File: src/pkg/vss_consts.svh
// Purpose: Offsets, field positions and reset values of the standard select bank
// Assumes: Register index times four gives the AXI4-Lite byte address
// Notes:   Ranges are given as bit ranges for use in part selects
`ifndef VSS_CONSTS_SVH
`define VSS_CONSTS_SVH
// ----------------------------------------
// Register indexes
// ----------------------------------------
`define VSS_IDX_STD      6'h20
`define VSS_IDX_INSEL    6'h21
`define VSS_IDX_PIC      6'h22
`define VSS_IDX_DLY      6'h23
`define VSS_IDX_IRQ_STS  6'h24
`define VSS_IDX_IRQ_MSK  6'h25
// ----------------------------------------
// Reset values
// ----------------------------------------
`define VSS_STD_RST      12'h000
`define VSS_INSEL_RST    12'h024
`define VSS_PIC_RST      12'h000
`define VSS_DLY_RST      12'h000
`define VSS_IRQ_RST      2'h0
// ----------------------------------------
// Field positions
// ----------------------------------------
`define VSS_STD_CODE     2:0
`define VSS_STD_MOD      3
`define VSS_STD_COMB     5
`define VSS_STD_HBAND    6
`define VSS_STD_OPT      10:7
`define VSS_STD_DONE     11
`define VSS_STD_WMASK    12'hfef
`define VSS_INSEL_LUMA   1:0
`define VSS_INSEL_CHROMA 2
`define VSS_INSEL_IFC    4:3
`define VSS_INSEL_CBW    6:5
`define VSS_INSEL_NOTCH  7
`define VSS_INSEL_LOWP   8
`define VSS_INSEL_HPLL   10:9
`define VSS_DLY_LUMA     11:6
`define VSS_DLY_WMASK    12'hfc0
`define VSS_IRQ_DONE     0
`define VSS_IRQ_RESTART  1
// ----------------------------------------
// Bus answers
// ----------------------------------------
`define VSS_RESP_OKAY    2'h0
`define VSS_RESP_SLVERR  2'h2
`endif

File: src/pkg/vss_pkg.sv
// Purpose: Types shared by the standard select bank
// Assumes: Nothing beyond the constants header
// Notes:   Standard order follows the 3-bit standard code
package vss_pkg;
  typedef enum logic [2:0] {
    VSS_PAL_BGHI, VSS_NTSC_M, VSS_SECAM, VSS_NTSC_443,
    VSS_PAL_M, VSS_PAL_N, VSS_PAL_60, VSS_NTSC_COMB
  } vss_std_t;

  typedef enum logic [2:0] {
    VSS_S_IDLE, VSS_S_HPLL, VSS_S_VERT, VSS_S_ACC, VSS_S_COMB
  } vss_seq_st_t;
endpackage

File: src/hw/vss_init_seq.sv
// Purpose: Standard initialization sequencer
// Assumes: start_i is a one-cycle pulse; a new start restarts the sequence
// Notes:   Each setup step lasts STEP_CYC cycles
`timescale 1ns/10ps
module vss_init_seq
  import vss_pkg::*;
  #(parameter int unsigned STEP_CYC = 16)
  (
  input  wire logic       clk_i,
  input  wire logic       reset_i,
  input  wire logic       start_i,
  input  wire logic [3:0] opt_i,
  output logic            busy_o,
  output logic            done_o,
  output logic [3:0]      step_o
  );

  vss_seq_st_t state_q, state_d;
  logic [15:0] cnt_q;
  logic [3:0]  opt_q;

  // ----------------------------------------
  // Step selection
  // ----------------------------------------
  // Comb-only option overrides every other skip bit
  function automatic vss_seq_st_t next_st(input vss_seq_st_t cur, input logic [3:0] opt);
    next_st = VSS_S_COMB;
    if (cur == VSS_S_IDLE && !opt[0] && !opt[3]) begin
      next_st = VSS_S_HPLL;
    end else if ((cur == VSS_S_IDLE || cur == VSS_S_HPLL) && !opt[1] && !opt[3]) begin
      next_st = VSS_S_VERT;
    end else if (cur != VSS_S_ACC && !opt[2] && !opt[3]) begin
      next_st = VSS_S_ACC;
    end
  endfunction

  wire step_end = (cnt_q == 16'(STEP_CYC - 1));

  always_comb begin
    state_d = state_q;
    case (state_q)
      VSS_S_IDLE: state_d = state_q;
      VSS_S_COMB: if (step_end) state_d = VSS_S_IDLE;
      default:    if (step_end) state_d = next_st(state_q, opt_q);
    endcase
    if (start_i) state_d = next_st(VSS_S_IDLE, opt_i);
  end

  always_ff @(posedge clk_i) begin
    if (reset_i) begin
      state_q <= VSS_S_IDLE;
      cnt_q   <= 16'h0000;
      opt_q   <= 4'h0;
      busy_o  <= 1'b0;
      done_o  <= 1'b0;
      step_o  <= 4'h0;
    end else begin
      state_q <= state_d;
      cnt_q   <= (start_i || step_end) ? 16'h0000 : cnt_q + 16'h0001;
      if (start_i) opt_q <= opt_i;
      busy_o  <= (state_d != VSS_S_IDLE);
      done_o  <= (state_q == VSS_S_COMB) && step_end && !start_i;
      step_o  <= {state_d == VSS_S_COMB, state_d == VSS_S_ACC,
                  state_d == VSS_S_VERT, state_d == VSS_S_HPLL};
    end
  end
endmodule

File: src/hw/vss_regs.sv
// Purpose: Standard and input select register bank with AXI4-Lite access
// Assumes: One write and one read under way at a time
// Notes:   Picture start and luma delay apply on the next standard write
`timescale 1ns/10ps
`include "vss_consts.svh"
module vss_regs
  import vss_pkg::*;
  #(parameter int unsigned STEP_CYC = 16)
  (
  input  wire logic        clk_i,
  input  wire logic        reset_i,
  input  wire logic [7:0]  s_axi_awaddr_i,
  input  wire logic        s_axi_awvalid_i,
  output logic             s_axi_awready_o,
  input  wire logic [31:0] s_axi_wdata_i,
  input  wire logic [3:0]  s_axi_wstrb_i,
  input  wire logic        s_axi_wvalid_i,
  output logic             s_axi_wready_o,
  output logic [1:0]       s_axi_bresp_o,
  output logic             s_axi_bvalid_o,
  input  wire logic        s_axi_bready_i,
  input  wire logic [7:0]  s_axi_araddr_i,
  input  wire logic        s_axi_arvalid_i,
  output logic             s_axi_arready_o,
  output logic [31:0]      s_axi_rdata_o,
  output logic [1:0]       s_axi_rresp_o,
  output logic             s_axi_rvalid_o,
  input  wire logic        s_axi_rready_i,
  output logic [2:0]       std_code_o,
  output logic             simple_pal_o,
  output logic             comp_ntsc_o,
  output logic             mono_o,
  output logic             mono_625_o,
  output logic             comb_en_o,
  output logic             hband_en_o,
  output logic [2:0]       luma_input_o,
  output logic             chroma_from_cin_o,
  output logic [1:0]       if_comp_o,
  output logic [1:0]       chroma_bw_o,
  output logic             notch_fixed_o,
  output logic             luma_lowpass_o,
  output logic [1:0]       hpll_speed_o,
  output logic [11:0]      pic_start_o,
  output logic [5:0]       luma_delay_o,
  output logic             init_busy_o,
  output logic [3:0]       init_step_o,
  output logic             irq_o
  );

  // ----------------------------------------
  // Functions
  // ----------------------------------------
  function automatic logic [11:0] merge(input logic [11:0] old, input logic [31:0] d,
                                        input logic [3:0] strb);
    merge = {strb[1] ? d[11:8] : old[11:8], strb[0] ? d[7:0] : old[7:0]};
  endfunction

  // Returns {mono_625, mono, comp_ntsc, simple_pal}
  function automatic logic [3:0] mod_flags(input logic [11:0] std);
    vss_std_t code;
    logic     m;
    code = vss_std_t'(std[`VSS_STD_CODE]);
    m    = std[`VSS_STD_MOD];
    mod_flags = 4'h0;
    case (code)
      VSS_PAL_BGHI, VSS_PAL_M, VSS_PAL_N, VSS_PAL_60: mod_flags[0] = m;
      VSS_NTSC_M, VSS_NTSC_443:                       mod_flags[1] = m;
      VSS_SECAM:                                      mod_flags[3:2] = {m, m};
      VSS_NTSC_COMB:                                  mod_flags[2] = m;
      default:                                        mod_flags = 4'h0;
    endcase
  endfunction

  function automatic logic [2:0] luma_map(input logic [1:0] sel);
    case (sel)
      2'h0:    luma_map = 3'h3;
      2'h1:    luma_map = 3'h2;
      2'h2:    luma_map = 3'h1;
      default: luma_map = 3'h4;
    endcase
  endfunction

  // ----------------------------------------
  // Bus write path
  // ----------------------------------------
  logic        aw_have_q;
  logic        w_have_q;
  logic [7:0]  wr_addr_q;
  logic [31:0] wr_data_q;
  logic [3:0]  wr_strb_q;
  logic [11:0] std_q, insel_q, pic_q, dly_q;
  logic [11:0] std_d;
  logic [1:0]  sts_q, msk_q, sts_d;
  logic        start_q;
  logic        seq_busy, seq_done;

  wire aw_hs     = s_axi_awvalid_i & s_axi_awready_o;
  wire w_hs      = s_axi_wvalid_i & s_axi_wready_o;
  wire do_wr     = aw_have_q & w_have_q & ~s_axi_bvalid_o;
  wire [5:0] wix = wr_addr_q[7:2];
  wire wr_std    = do_wr & (wix == `VSS_IDX_STD);
  wire wr_insel  = do_wr & (wix == `VSS_IDX_INSEL);
  wire wr_pic    = do_wr & (wix == `VSS_IDX_PIC);
  wire wr_dly    = do_wr & (wix == `VSS_IDX_DLY);
  wire wr_sts    = do_wr & (wix == `VSS_IDX_IRQ_STS);
  wire wr_msk    = do_wr & (wix == `VSS_IDX_IRQ_MSK);
  wire wr_hit    = wr_std | wr_insel | wr_pic | wr_dly | wr_sts | wr_msk;
  wire aw_have_d = (aw_have_q | aw_hs) & ~do_wr;
  wire w_have_d  = (w_have_q | w_hs) & ~do_wr;
  wire bvalid_d  = do_wr | (s_axi_bvalid_o & ~s_axi_bready_i);
  wire [11:0] wr_merged = merge(wr_wr_old(wix), wr_data_q, wr_strb_q);

  function automatic logic [11:0] wr_wr_old(input logic [5:0] ix);
    case (ix)
      `VSS_IDX_STD:   wr_wr_old = std_q;
      `VSS_IDX_INSEL: wr_wr_old = insel_q;
      `VSS_IDX_PIC:   wr_wr_old = pic_q;
      `VSS_IDX_DLY:   wr_wr_old = dly_q;
      default:        wr_wr_old = 12'h000;
    endcase
  endfunction

  // Done set wins over a software write of zero
  always_comb begin
    std_d = std_q;
    if (wr_std) std_d = wr_merged & `VSS_STD_WMASK;
    if (seq_done) std_d[`VSS_STD_DONE] = 1'b1;
  end

  // Restart flags a new init request while one is running
  wire restart_ev = start_q & seq_busy;
  wire [1:0] sts_clr = (wr_sts & wr_strb_q[0]) ? wr_data_q[1:0] : 2'h0;
  assign sts_d = (sts_q & ~sts_clr) | {restart_ev, seq_done};
  wire [3:0] flags_d = mod_flags(std_d);

  always_ff @(posedge clk_i) begin
    if (reset_i) begin
      aw_have_q       <= 1'b0;
      w_have_q        <= 1'b0;
      wr_addr_q       <= 8'h00;
      wr_data_q       <= 32'h0000_0000;
      wr_strb_q       <= 4'h0;
      s_axi_awready_o <= 1'b0;
      s_axi_wready_o  <= 1'b0;
      s_axi_bvalid_o  <= 1'b0;
      s_axi_bresp_o   <= `VSS_RESP_OKAY;
    end else begin
      aw_have_q       <= aw_have_d;
      w_have_q        <= w_have_d;
      if (aw_hs) wr_addr_q <= s_axi_awaddr_i;
      if (w_hs) wr_data_q <= s_axi_wdata_i;
      if (w_hs) wr_strb_q <= s_axi_wstrb_i;
      s_axi_awready_o <= ~aw_have_d & ~bvalid_d;
      s_axi_wready_o  <= ~w_have_d & ~bvalid_d;
      s_axi_bvalid_o  <= bvalid_d;
      if (do_wr) s_axi_bresp_o <= wr_hit ? `VSS_RESP_OKAY : `VSS_RESP_SLVERR;
    end
  end

  // ----------------------------------------
  // Registers
  // ----------------------------------------
  always_ff @(posedge clk_i) begin
    if (reset_i) begin
      std_q        <= `VSS_STD_RST;
      insel_q      <= `VSS_INSEL_RST;
      pic_q        <= `VSS_PIC_RST;
      dly_q        <= `VSS_DLY_RST;
      sts_q        <= `VSS_IRQ_RST;
      msk_q        <= `VSS_IRQ_RST;
      pic_start_o  <= `VSS_PIC_RST;
      luma_delay_o <= 6'h00;
      start_q      <= 1'b0;
      irq_o        <= 1'b0;
      simple_pal_o <= 1'b0;
      comp_ntsc_o  <= 1'b0;
      mono_o       <= 1'b0;
      mono_625_o   <= 1'b0;
      luma_input_o <= 3'h3;
    end else begin
      std_q   <= std_d;
      if (wr_insel) insel_q <= wr_merged;
      if (wr_pic) pic_q <= wr_merged;
      if (wr_dly) dly_q <= wr_merged & `VSS_DLY_WMASK;
      if (wr_msk) msk_q <= wr_strb_q[0] ? wr_data_q[1:0] : msk_q;
      sts_q   <= sts_d;
      // Shadowed values reach the datapath only with a standard update
      if (wr_std) pic_start_o <= pic_q;
      if (wr_std) luma_delay_o <= dly_q[`VSS_DLY_LUMA];
      start_q <= wr_std | wr_insel;
      irq_o   <= |(sts_q & msk_q);
      {mono_625_o, mono_o, comp_ntsc_o, simple_pal_o} <= flags_d;
      luma_input_o <= luma_map(insel_q[`VSS_INSEL_LUMA]);
    end
  end

  assign std_code_o        = std_q[`VSS_STD_CODE];
  assign comb_en_o         = std_q[`VSS_STD_COMB];
  assign hband_en_o        = std_q[`VSS_STD_HBAND];
  assign chroma_from_cin_o = insel_q[`VSS_INSEL_CHROMA];
  assign if_comp_o         = insel_q[`VSS_INSEL_IFC];
  assign chroma_bw_o       = insel_q[`VSS_INSEL_CBW];
  assign notch_fixed_o     = insel_q[`VSS_INSEL_NOTCH];
  assign luma_lowpass_o    = insel_q[`VSS_INSEL_LOWP];
  assign hpll_speed_o      = insel_q[`VSS_INSEL_HPLL];
  assign init_busy_o       = seq_busy;

  // ----------------------------------------
  // Initialization sequencer
  // ----------------------------------------
  vss_init_seq #(.STEP_CYC(STEP_CYC)) u_seq (
    .clk_i   (clk_i),
    .reset_i (reset_i),
    .start_i (start_q),
    .opt_i   (std_q[`VSS_STD_OPT]),
    .busy_o  (seq_busy),
    .done_o  (seq_done),
    .step_o  (init_step_o)
  );

  // ----------------------------------------
  // Bus read path
  // ----------------------------------------
  wire ar_hs     = s_axi_arvalid_i & s_axi_arready_o;
  wire [5:0] rix = s_axi_araddr_i[7:2];
  wire rd_hit    = (rix >= `VSS_IDX_STD) && (rix <= `VSS_IDX_IRQ_MSK);
  wire [11:0] rd_val = (rix == `VSS_IDX_IRQ_STS) ? {10'h000, sts_q} :
                       (rix == `VSS_IDX_IRQ_MSK) ? {10'h000, msk_q} : wr_wr_old(rix);

  always_ff @(posedge clk_i) begin
    if (reset_i) begin
      s_axi_arready_o <= 1'b0;
      s_axi_rvalid_o  <= 1'b0;
      s_axi_rdata_o   <= 32'h0000_0000;
      s_axi_rresp_o   <= `VSS_RESP_OKAY;
    end else begin
      s_axi_arready_o <= ~(ar_hs | (s_axi_rvalid_o & ~s_axi_rready_i));
      s_axi_rvalid_o  <= ar_hs | (s_axi_rvalid_o & ~s_axi_rready_i);
      if (ar_hs) s_axi_rdata_o <= {20'h00000, rd_val};
      if (ar_hs) s_axi_rresp_o <= rd_hit ? `VSS_RESP_OKAY : `VSS_RESP_SLVERR;
    end
  end
endmodule

File: config.mk
export PLATFORM = sky130hd
export DESIGN_NAME = vss_regs
export DESIGN_NICKNAME = d
export VERILOG_FILES = /design/src/pkg/vss_pkg.sv /design/src/hw/vss_init_seq.sv /design/src/hw/vss_regs.sv
export VERILOG_INCLUDE_DIRS = /design/src /design/src/pkg
export SDC_FILE = /design/constraint.sdc
export NUM_CORES = 1
export LEC_CHECK = 0
export ABC_CLOCK_PERIOD_IN_PS = 5100
export BUFFER_PORTS_ARGS = -buffer_cell sky130_fd_sc_hd__buf_2
export CORE_ASPECT_RATIO = 0.8
export CORE_MARGIN = 2
export CORE_UTILIZATION = 30
export DETAILED_ROUTE_END_ITERATION = 10
export PLACE_DENSITY = 0.48
export SLEW_MARGIN = 20
export SYNTH_ARGS = -nofsm -noshare
export SYNTH_HDL_FRONTEND = slang
export SYNTH_SLANG_ARGS = --single-unit
File: constraint.sdc
create_clock -name clk_i -period 5.1 [get_ports clk_i]
set_input_delay 1.275 -clock clk_i [delete_from_list [all_inputs] [get_ports clk_i]]
set_output_delay 1.275 -clock clk_i [all_outputs]
set_load 0.01 [all_outputs]
==> results.json, run 1 <==
{
  "status": "complete, no violations",
  "hold_viol": 0,
  "wirelength_um": 17000,
  "cts_tree": "yes",
  "slowest_stage": "and3_1",
  "min_period_ps": 2869,
  "finalCritPeriodShare": 0.5625,
  "antenna_found_initial": 0,
  "clkLatencyLatePin_ps": 420,
  "p_leak_nw": 2.795,
  "die_area_um2": 21370,
  "coreArea_um2": 19800,
  "arrival_ps": 3210,
  "grt-ovfl-total": 0,
  "place_area_um2": 6584,
  "drtAntennaViolNets": 0,
  "setup_viol": 0,
  "yosysUniqueCellTypes": 57,
  "synth_common_cells": "dfxtp_1 (141), nand2_1 (100), nor2_1 (99), a21oi_1 (62), clkbuf_1 (32)",
  "post-cts-setup-buffers": 0,
  "grt_max_degree": 86,
  "syn_avg_cell_area_um2": 8.576,
  "fin_nets": 832,
  "cpPeakStageDelay_ps": 770,
  "rrSetupSlack_ps": 2230,
  "dieHeight_um": 131.2,
  "ys_warn_count": 0,
  "regToRegStartpoint": "wr_addr_q[5]",
  "critPathBufInv": 0,
  "end_kind": "flop",
  "holdBufCountCts": 0,
  "syn-cell-area_um2": 6063,
  "r2r_cells": 6,
  "hpwl_um": 11880,
  "postCtsResizedCells": 0,
  "ir_worst_vdd_uv": 155.3,
  "syn2layout_area_growth_pct": 19.01,
  "max_cap_viol_count": 0,
  "start_util": 0.3062,
  "syn_inst": 707,
  "firstDrtPassIters": 5,
  "port_buffers": 96,
  "r2r_end": "mono_o",
  "grt_pass1_wl_um": 27370,
  "routed_via_density": 4.863,
  "h-tree-depth": 4,
  "cts_sinks": 141,
  "clockBufferDepth": 2,
  "yosysTopAreaCell": "dfxtp_1",
  "gp_congestion": 0.7421,
  "die_w_um": 162.9,
  "std_cell_rows": 46,
  "synth-seq-cells": 141,
  "rsz0062_at_grt": "false",
  "crit_chain": "nor4b_1 -> and3_1 -> nand2_1 -> o211ai_1 -> nor2_1 -> nor4b_4",
  "path_class": "reg -> reg",
  "fin_area_um2": 7216,
  "skew_ps": 7.717,
  "synth-edff-count": 0,
  "synth_seq_area_share": 0.4655,
  "fmax_mhz": 348.6,
  "synth_top_area_frac": 0.4655,
  "fin_cells": 1049,
  "synthTopCellsByArea": "dfxtp_1 (47%), nand2_1 (6.2%), nor2_1 (6.1%)",
  "async_reset_ff_frac": 0,
  "path_clk_slew_ps": 60,
  "drv_slew": 0,
  "grt_pass1_vias": 4772,
  "relSlewSlack": 0.3595,
  "drc": 0,
  "worst_pin_slew_ps": 958.8,
  "hold-path-cell-count": 1,
  "routedWlPerCell_um": 16.21,
  "place_inst": 1017,
  "num_vias": 5101,
  "fin_tns_setup_ps": 0,
  "cp.required_ps": 5440,
  "num_antenna_cells": 0,
  "powerDensity_nw_per_um2": 356.3,
  "critical_path.top_delay_family": "simple AND/OR/NAND/NOR gates",
  "grt.total_usage": 0.1645,
  "ys.flop_type": "dfxtp_1",
  "cts-buffers-inserted": 17,
  "io_pins": 145,
  "startpoint_type": "flop",
  "hold_class": "reg -> reg",
  "min_to": "u_seq.cnt_q[0]",
  "yosysMostFrequentCell": "dfxtp_1",
  "drive_above_1_share": 0.1885,
  "cts_root_buf": "clkbuf_16",
  "min_from": "u_seq.cnt_q[0]",
  "path_max_fanout": 19,
  "final_core_util": 0.3644,
  "drtIter0Drc": 303,
  "whs_ps": 447.0
}
-- metal layers --
layer | part of all wire | global-route usage | up-vias
met5 | 0 | 0 | -
met4 | 0.010 | 0.05457 | 0
met3 | 0.052 | 0.03188 | 14
met2 | 0.42 | 0.2288 | 138
met1 | 0.52 | 0.2507 | 2394
li1 | - | - | 2555
-- cell usage in the layout, fill, tap and decap left out, types with 7 or more instances in the layout --
cell type	count
a211oi_1	31
a21oi_1	62
a22oi_1	23
and3_1	16
buf_2	95
buf_4	7
clkbuf_16	17
conb_1	22
dfxtp_1	141
inv_1	7
mux2i_1	17
nand2_1	100
nand3_1	17
nor2_1	99
nor3_1	10
o21ai_0	12
xnor2_1	8
-- worst max-delay path by stage --
stage	startpoint	end	slack, ps	cells after the start
floorplan	s_axi_araddr_i[5]	s_axi_rdata_o[0]	2570	5
global placement	s_axi_arvalid_i	s_axi_rdata_o[11]	2130	5
detailed placement	s_axi_arvalid_i	s_axi_rdata_o[8]	2090	5
CTS	wr_addr_q[5]	mono_o	2210	6
global route	wr_addr_q[5]	mono_o	1920	6
finish	wr_addr_q[5]	mono_o	2230	6
-- power breakdown --
part	leakage, nW	internal [mW]	switching [mW]	total [mW]
Sequential	1.14	1.12	0.0159	1.13
Combinational	1.35	0.0344	0.0737	0.108
Clock	0.302	0.832	0.499	1.33
Total	2.80	1.98	0.588	2.57
-- sequential cells by signal (all words and copies together) (netlist names), 2 cells and up --
name,flops
insel_q,12
std_q,11
sts_q,2
pic_q,12
luma_delay_o,6
wr_strb_q,2
wr_data_q,12
wr_addr_q,6
s_axi_rdata_o,12
luma_input_o,3
u_seq.cnt_q,16
u_seq.step_o,4
u_seq.state_q,3
msk_q,2
u_seq.opt_q,3
pic_start_o,12
dly_q,6
-- kinds of logic (layout without fill, tap and decap cells) --
kind of cell	count (synthesis)	in the layout	share of synthesized area
simple gates	285	285	0.2163
xor+xnor	13	13	0.01878
buf+inv	84	141	0.07305
other cells	1	22	0.0006185
compound gates	157	157	0.1698
fa+ha+maj	2	2	0.003714
flops	141	141	0.4655
mux	24	24	0.05221
-- area by class of cell --
| type | count | area, µm² |
|---|---|---|
| tap | 264 | 330.3 |
| multi-input combinational | 503 | 2877 |
| sequential | 141 | 2823 |
| clock buffer | 18 | 439.2 |
| inverter | 7 | 26.28 |
| timing repair buffer | 102 | 528.0 |
| clock inverter | 14 | 192.7 |
| fill | 2104 | 12580 |
-- stage by stage --
stage | total power, mW | setup slack, ps
final | 2.571 | 2231
after CTS | 2.598 | 2213
after global placement | 1.265 | 2133
after detailed placement | 1.265 | 2091
after global routing | 2.657 | 1915
after floorplan | 1.238 | 2569
No activity file was read; power rests on OpenSTA's default activity.
==> inputs of run 2 (changes only) <==
--- a/config.mk
+++ b/config.mk
@@ -6,13 +6,13 @@
 export SDC_FILE = /design/constraint.sdc
 export NUM_CORES = 1
 export LEC_CHECK = 0
-export ABC_CLOCK_PERIOD_IN_PS = 5100
+export ABC_CLOCK_PERIOD_IN_PS = 2500
 export BUFFER_PORTS_ARGS = -buffer_cell sky130_fd_sc_hd__buf_2
 export CORE_ASPECT_RATIO = 0.8
 export CORE_MARGIN = 2
 export CORE_UTILIZATION = 30
 export DETAILED_ROUTE_END_ITERATION = 10
-export PLACE_DENSITY = 0.48
+export PLACE_DENSITY = 0.5
 export SLEW_MARGIN = 20
 export SYNTH_ARGS = -nofsm -noshare
 export SYNTH_HDL_FRONTEND = slang
==> constraint.sdc (replaced) <==
create_clock -name clk_i -period 2.5 [get_ports clk_i]
set_input_delay 0.625 -clock clk_i [delete_from_list [all_inputs] [get_ports clk_i]]
set_output_delay 0.625 -clock clk_i [all_outputs]
set_load 0.01 [all_outputs]
==> run 2 against run 1 <==
Wire length down 0.38%. Combinational power up 120%. Utilization up 0.38 points. Maximum frequency up 28%. Design area up 1.0%. Flip-flop and latch count unchanged. First-iteration DRC count up 21%. Die area unchanged. Critical path type unchanged. Largest power group is now registers.
==> results.json, run 2 (same netlist as run 1, synthesis figures left out) <==
{
  "setup_viol": 0,
  "powerDensity_nw_per_um2": 664.0,
  "io_pins": 145,
  "hpwl_um": 12100,
  "num_vias": 5110,
  "clkLatencyLatePin_ps": 420,
  "rsz0062_at_grt": "false",
  "hold_class": "reg -> reg",
  "relSlewSlack": 0.6095,
  "holdBufCountCts": 0,
  "grt-ovfl-total": 0,
  "largest_register_ffs": 16,
  "p_leak_nw": 2.857,
  "min_from": "u_seq.cnt_q[0]",
  "grt.total_usage": 0.1636,
  "syn2layout_area_growth_pct": 20.24,
  "cpPeakStageDelay_ps": 610,
  "whs_ps": 442.9,
  "rrSetupSlack_ps": 250,
  "path_clk_slew_ps": 60,
  "path_class": "reg -> reg",
  "register_area_um2": 2823,
  "coreArea_um2": 19800,
  "multi_input_area_um2": 2877,
  "critPathLaunch": "wr_addr_q[5]",
  "cts_root_buf": "clkbuf_16",
  "mostFrequentLayoutCells": "dfxtp_1 (141), nand2_1 (100), nor2_1 (99)",
  "die_area_um2": 21370,
  "hold_viol": 0,
  "die_w_um": 162.9,
  "h-tree-depth": 4,
  "grt_pass1_wl_um": 26950,
  "firstDrtPassIters": 5,
  "grt_pass1_vias": 4828,
  "routed_via_density": 4.776,
  "clockBufferDepth": 2,
  "crit_chain": "or4b_1 -> nor3_4 -> a222oi_1 -> o31a_1 -> a211o_4 -> nor4b_4",
  "cts_sinks": 141,
  "fmax_mhz": 445.0,
  "dp_slack_ps": 257.9,
  "regToRegStartpoint": "wr_addr_q[5]",
  "antenna_found_initial": 0,
  "fin_nets": 853,
  "port_buffers": 96,
  "slowest_stage": "or4b_1",
  "r2r_cells": 6,
  "cts-buffers-inserted": 17,
  "fin_tns_setup_ps": 0,
  "nFillCells": 2077,
  "start_util": 0.3062,
  "fin_area_um2": 7291,
  "dieHeight_um": 131.2,
  "max_cap_viol_count": 0,
  "post-cts-setup-buffers": 0,
  "place_area_um2": 6754,
  "arrival_ps": 2580,
  "worst_pin_slew_ps": 584.9,
  "drv_slew": 0,
  "worst_slack_ps": 252.7,
  "ir_worst_vdd_uv": 323.5,
  "final_common_cell": "dfxtp_1",
  "wirelength_um": 16940,
  "top_register": "u_seq.cnt_q",
  "std_cell_rows": 46,
  "cts_tree": "yes",
  "drtIter0Drc": 368,
  "end_kind": "flop",
  "drtAntennaViolNets": 0,
  "finalCritPeriodShare": 0.8989,
  "cp.required_ps": 2830,
  "gp_congestion": 0.7852,
  "final_core_util": 0.3682,
  "routedWlPerCell_um": 15.83,
  "drc": 0,
  "num_antenna_cells": 0,
  "skew_ps": 8.445,
  "drive_above_1_share": 0.2097,
  "status": "complete, no violations",
  "postCtsResizedCells": 0,
  "min_period_ps": 2247,
  "grt_max_degree": 37,
  "path_max_fanout": 5,
  "startpoint_type": "flop",
  "hold-path-cell-count": 1
}
==> run 2: path summary, 6_finish.rpt <==
path / to
setup reg to reg: mono_o
hold reg to reg: u_seq.cnt_q[0]
setup / recovery: mono_o
hold / removal: u_seq.cnt_q[0]
==> run 2: metrics by stage <==
step / cells / power, mW
after floorplan: 728 / 2.525
after global placement: 1038 / 2.595
after detailed placement: 1038 / 2.597
after CTS: 1070 / 4.897
after global routing: 1070 / 5.025
final: 1070 / 4.841
==> run 2: power by group <==
part           internal, mW  switching [mW]
combinational        0.0831           0.151
clock                  1.29            1.01
sequential             2.28          0.0349
total                  3.65            1.19
==> run 2: worst max-delay path, delay by kind of cell (launching register included) <==
family	cells	cell delay, ps
flip-flops	1	340
AO/OA/AOI/OAI	3	790
AND/OR/NAND/NOR	3	1020
==> run 2: area by class of cell <==
class,count,share of cell area
Sequential cell,141,0.3872
Timing Repair Buffer,123,0.09576
Tap cell,264,0.04531
Clock buffer,18,0.06024
Clock inverter,14,0.01339
Multi-Input combinational cell,503,0.3945
Inverter,7,0.003604
==> run 2: layer usage <==
| metal | track usage | vias to the layer above | part of all wire |
|---|---|---|---|
| li1 | - | 2600 | - |
| met1 | 0.2454 | 2373 | 0.53 |
| met2 | 0.2293 | 126 | 0.41 |
| met3 | 0.03819 | 11 | 0.051 |
| met4 | 0.04966 | 0 | 0.011 |
| met5 | 0 | - | 0 |
==> inputs of run 3 (changes only) <==
--- a/config.mk
+++ b/config.mk
@@ -6,13 +6,14 @@
 export SDC_FILE = /design/constraint.sdc
 export NUM_CORES = 1
 export LEC_CHECK = 0
+export ABC_AREA = 1
 export ABC_CLOCK_PERIOD_IN_PS = 2500
 export BUFFER_PORTS_ARGS = -buffer_cell sky130_fd_sc_hd__buf_2
 export CORE_ASPECT_RATIO = 0.8
 export CORE_MARGIN = 2
 export CORE_UTILIZATION = 30
 export DETAILED_ROUTE_END_ITERATION = 10
-export PLACE_DENSITY = 0.5
+export PLACE_DENSITY = 0.49
 export SLEW_MARGIN = 20
 export SYNTH_ARGS = -nofsm -noshare
 export SYNTH_HDL_FRONTEND = slang
==> run 3 against run 2 <==
Die area up 6.1%. Combinational power up 17%. Critical path depth up 4. Count of clock-buffer cells in the layout rose by 3. Maximum frequency increased by 15%. Via count grew 12%. Sequential power hardly changed. Critical endpoint unchanged. Highest routed layer unchanged.
==> results.json, run 3 <==
{
  "status": "complete, no violations",
  "grtUsageMet1": 0.2261,
  "yosysMostFrequentCell": "nand2_1",
  "syn_avg_cell_area_um2": 7.271,
  "clkPwrFrac": 0.493,
  "end_kind": "flop",
  "cpPeakStageDelay_ps": 340,
  "p_seq_frac": 0.454,
  "cpMostUsedCell": "nand2_1",
  "antenna_found_initial": 0,
  "endpoint": "mono_o",
  "ir_worst_vdd_uv": 433.4,
  "mostFrequentLayoutCells": "nand2_1 (152), dfxtp_1 (142), inv_1 (111)",
  "hold_viol": 0,
  "die_w_um": 167.8,
  "yosysTopAreaCell": "dfxtp_1",
  "fin_nets": 1035,
  "regToRegStartpoint": "wr_addr_q[2]",
  "clockBufferDepth": 2,
  "h-tree-depth": 4,
  "switching_power_mw": 1.225,
  "grt_use_met2": 0.2530,
  "ys_warn_count": 0,
  "grt_max_degree": 40,
  "grt.total_usage": 0.1635,
  "wirelength_um": 18320,
  "whs_ps": 433.4,
  "cts-buffers-inserted": 17,
  "min_period_ps": 1946,
  "grt_pass1_vias": 5296,
  "std_cell_rows": 47,
  "path_class": "reg -> reg",
  "critPathLaunch": "wr_addr_q[2]",
  "r2r_end": "mono_o",
  "rrSetupSlack_ps": 550,
  "routed_via_density": 4.565,
  "fin_tns_setup_ps": 0,
  "slowest_stage": "dfxtp_1",
  "firstDrtPassIters": 4,
  "fin_cells": 1257,
  "p_leak_nw": 3.479,
  "routedWlPerCell_um": 14.57,
  "coreArea_um2": 20880,
  "cp.required_ps": 2820,
  "die_area_um2": 22670,
  "worst_pin_slew_ps": 649.5,
  "drtIter0Drc": 420,
  "fmax_mhz": 513.8,
  "path_max_fanout": 21,
  "r2r_cells": 10,
  "grt-ovfl-total": 0,
  "synth_seq_area_share": 0.4413,
  "min_from": "aw_have_q",
  "top_register": "u_seq.cnt_q",
  "drc": 0,
  "drive_above_1_share": 0.1852,
  "post-cts-setup-buffers": 0,
  "start_util": 0.3086,
  "syn-cell-area_um2": 6442,
  "powerDensity_nw_per_um2": 674.5,
  "largest_register_ffs": 16,
  "nFillCells": 2284,
  "skew_ps": 6.685,
  "synth_top_area_frac": 0.4413,
  "final_common_cell": "nand2_1",
  "clkLatencyLatePin_ps": 430,
  "place_inst": 1225,
  "cts_root_buf": "clkbuf_16",
  "worst-path-stages": 10,
  "hpwl_um": 13320,
  "postCtsResizedCells": 0,
  "ys.flop_type": "dfxtp_1",
  "cts_sinks": 142,
  "io_pins": 145,
  "syn_inst": 886,
  "finalCritPeriodShare": 0.7785,
  "holdBufCountCts": 0,
  "arrival_ps": 2270,
  "synth_common_cells": "nand2_1 (152), dfxtp_1 (142), inv_1 (111), nor2_1 (97), o21ai_0 (86)",
  "num_vias": 5738,
  "swShare": 0.2378,
  "hold_class": "reg -> reg",
  "met3_usage": 0.03634,
  "max_cap_viol_count": 0,
  "drv_slew": 0,
  "critical_path.top_delay_family": "simple AND/OR/NAND/NOR gates",
  "port_buffers": 96,
  "synth-edff-count": 0,
  "p_int_mw": 3.927,
  "async_reset_ff_frac": 0,
  "power_frac_comb": 0.053,
  "drtAntennaViolNets": 0,
  "num_antenna_cells": 0,
  "startpoint_type": "flop",
  "synthTopCellsByArea": "dfxtp_1 (44%), nand2_1 (8.9%), o21ai_0 (6.7%)",
  "yosysUniqueCellTypes": 45,
  "crit_chain": "nor2_1 -> nand3_4 -> nor2_4 -> inv_2 -> nand2_1 -> nand2_1 -> nand2_1 -> nand2_1 -> nand2_1 -> nor2_1",
  "syn2layout_area_growth_pct": 18.55,
  "critPathBufInv": 1,
  "path_clk_slew_ps": 60,
  "grt_pass1_wl_um": 28600,
  "cts_tree": "yes",
  "setup_viol": 0,
  "synth-seq-cells": 142,
  "top_usage_layer": "met2",
  "gp_congestion": 0.8346,
  "rsz0062_at_grt": "false",
  "dieHeight_um": 135.1,
  "relSlewSlack": 0.5630
}
-- run 3: routing by layer --
metal,share of wire,up-vias,routed length [µm]
met1,0.50,2610,9175
met5,0,-,0
met3,0.041,20,744
met2,0.45,111,8166
met4,0.013,0,231
li1,-,2997,-
-- run 3: how the worst min path moves through the flow --
stage	end	slack (ps)	depth (start not counted)
CTS	s_axi_awready_o	440	1
global placement	s_axi_awready_o	410	1
finish	s_axi_awready_o	430	1
detailed placement	s_axi_awready_o	430	1
global route	s_axi_awready_o	450	1
floorplan	luma_input_o[1]	380	1
-- run 3: layout make-up --
class | count | area (µm²) | area share
Clock buffer | 21 | 470.5 | 0.06160
Clock inverter | 11 | 115.1 | 0.01507
Inverter | 121 | 454.2 | 0.05947
Multi-Input combinational cell | 580 | 2810 | 0.3680
Sequential cell | 142 | 2843 | 0.3722
Tap cell | 269 | 336.6 | 0.04407
Timing Repair Buffer | 113 | 608.1 | 0.07962
-- run 3: cells by family (layout without fill, tap and decap cells) --
family                   count (synthesis)  after routing  share of synthesized area
AO/OA/AOI/OAI                          210            210                     0.1771
XOR/XNOR                                 4              4                   0.005439
adder cells (fa/ha/maj)                  1              1                   0.001942
buffers and inverters                  185            266                     0.1348
flip-flops                             142            142                     0.4413
other                                    1             22                  0.0005821
AND/OR/NAND/NOR                        343            343                     0.2389
-- run 3: power groups by stage --
stage          Clock, mW  Sequential [mW]  Combinational [mW]
4_1_cts             2.59             2.34               0.277
2_1_floorplan          0             2.38               0.200
3_3_place_gp           0             2.39               0.273
5_1_grt             2.69             2.34               0.309
3_5_place_dp           0             2.39               0.276
6_report            2.54             2.34               0.273
-- run 3: metrics by stage --
stage	total power, mW	utilization	setup WS [ps]	instance area, µm²
global placement	2.662	0.3378	533.4	7052
detailed placement	2.664	0.3378	489.1	7052
global route	5.341	0.3658	376.6	7637
CTS	5.202	0.3658	531.4	7637
floorplan	2.584	-	867.5	6521
finish	5.152	0.3658	553.8	7637
-- run 3: worst register-to-register path, delay by kind of cell, from the launching register on --
family	cells	cell delay, ps
AND/OR/NAND/NOR	9	1240
flip-flops	1	340
buffers and inverters	1	270
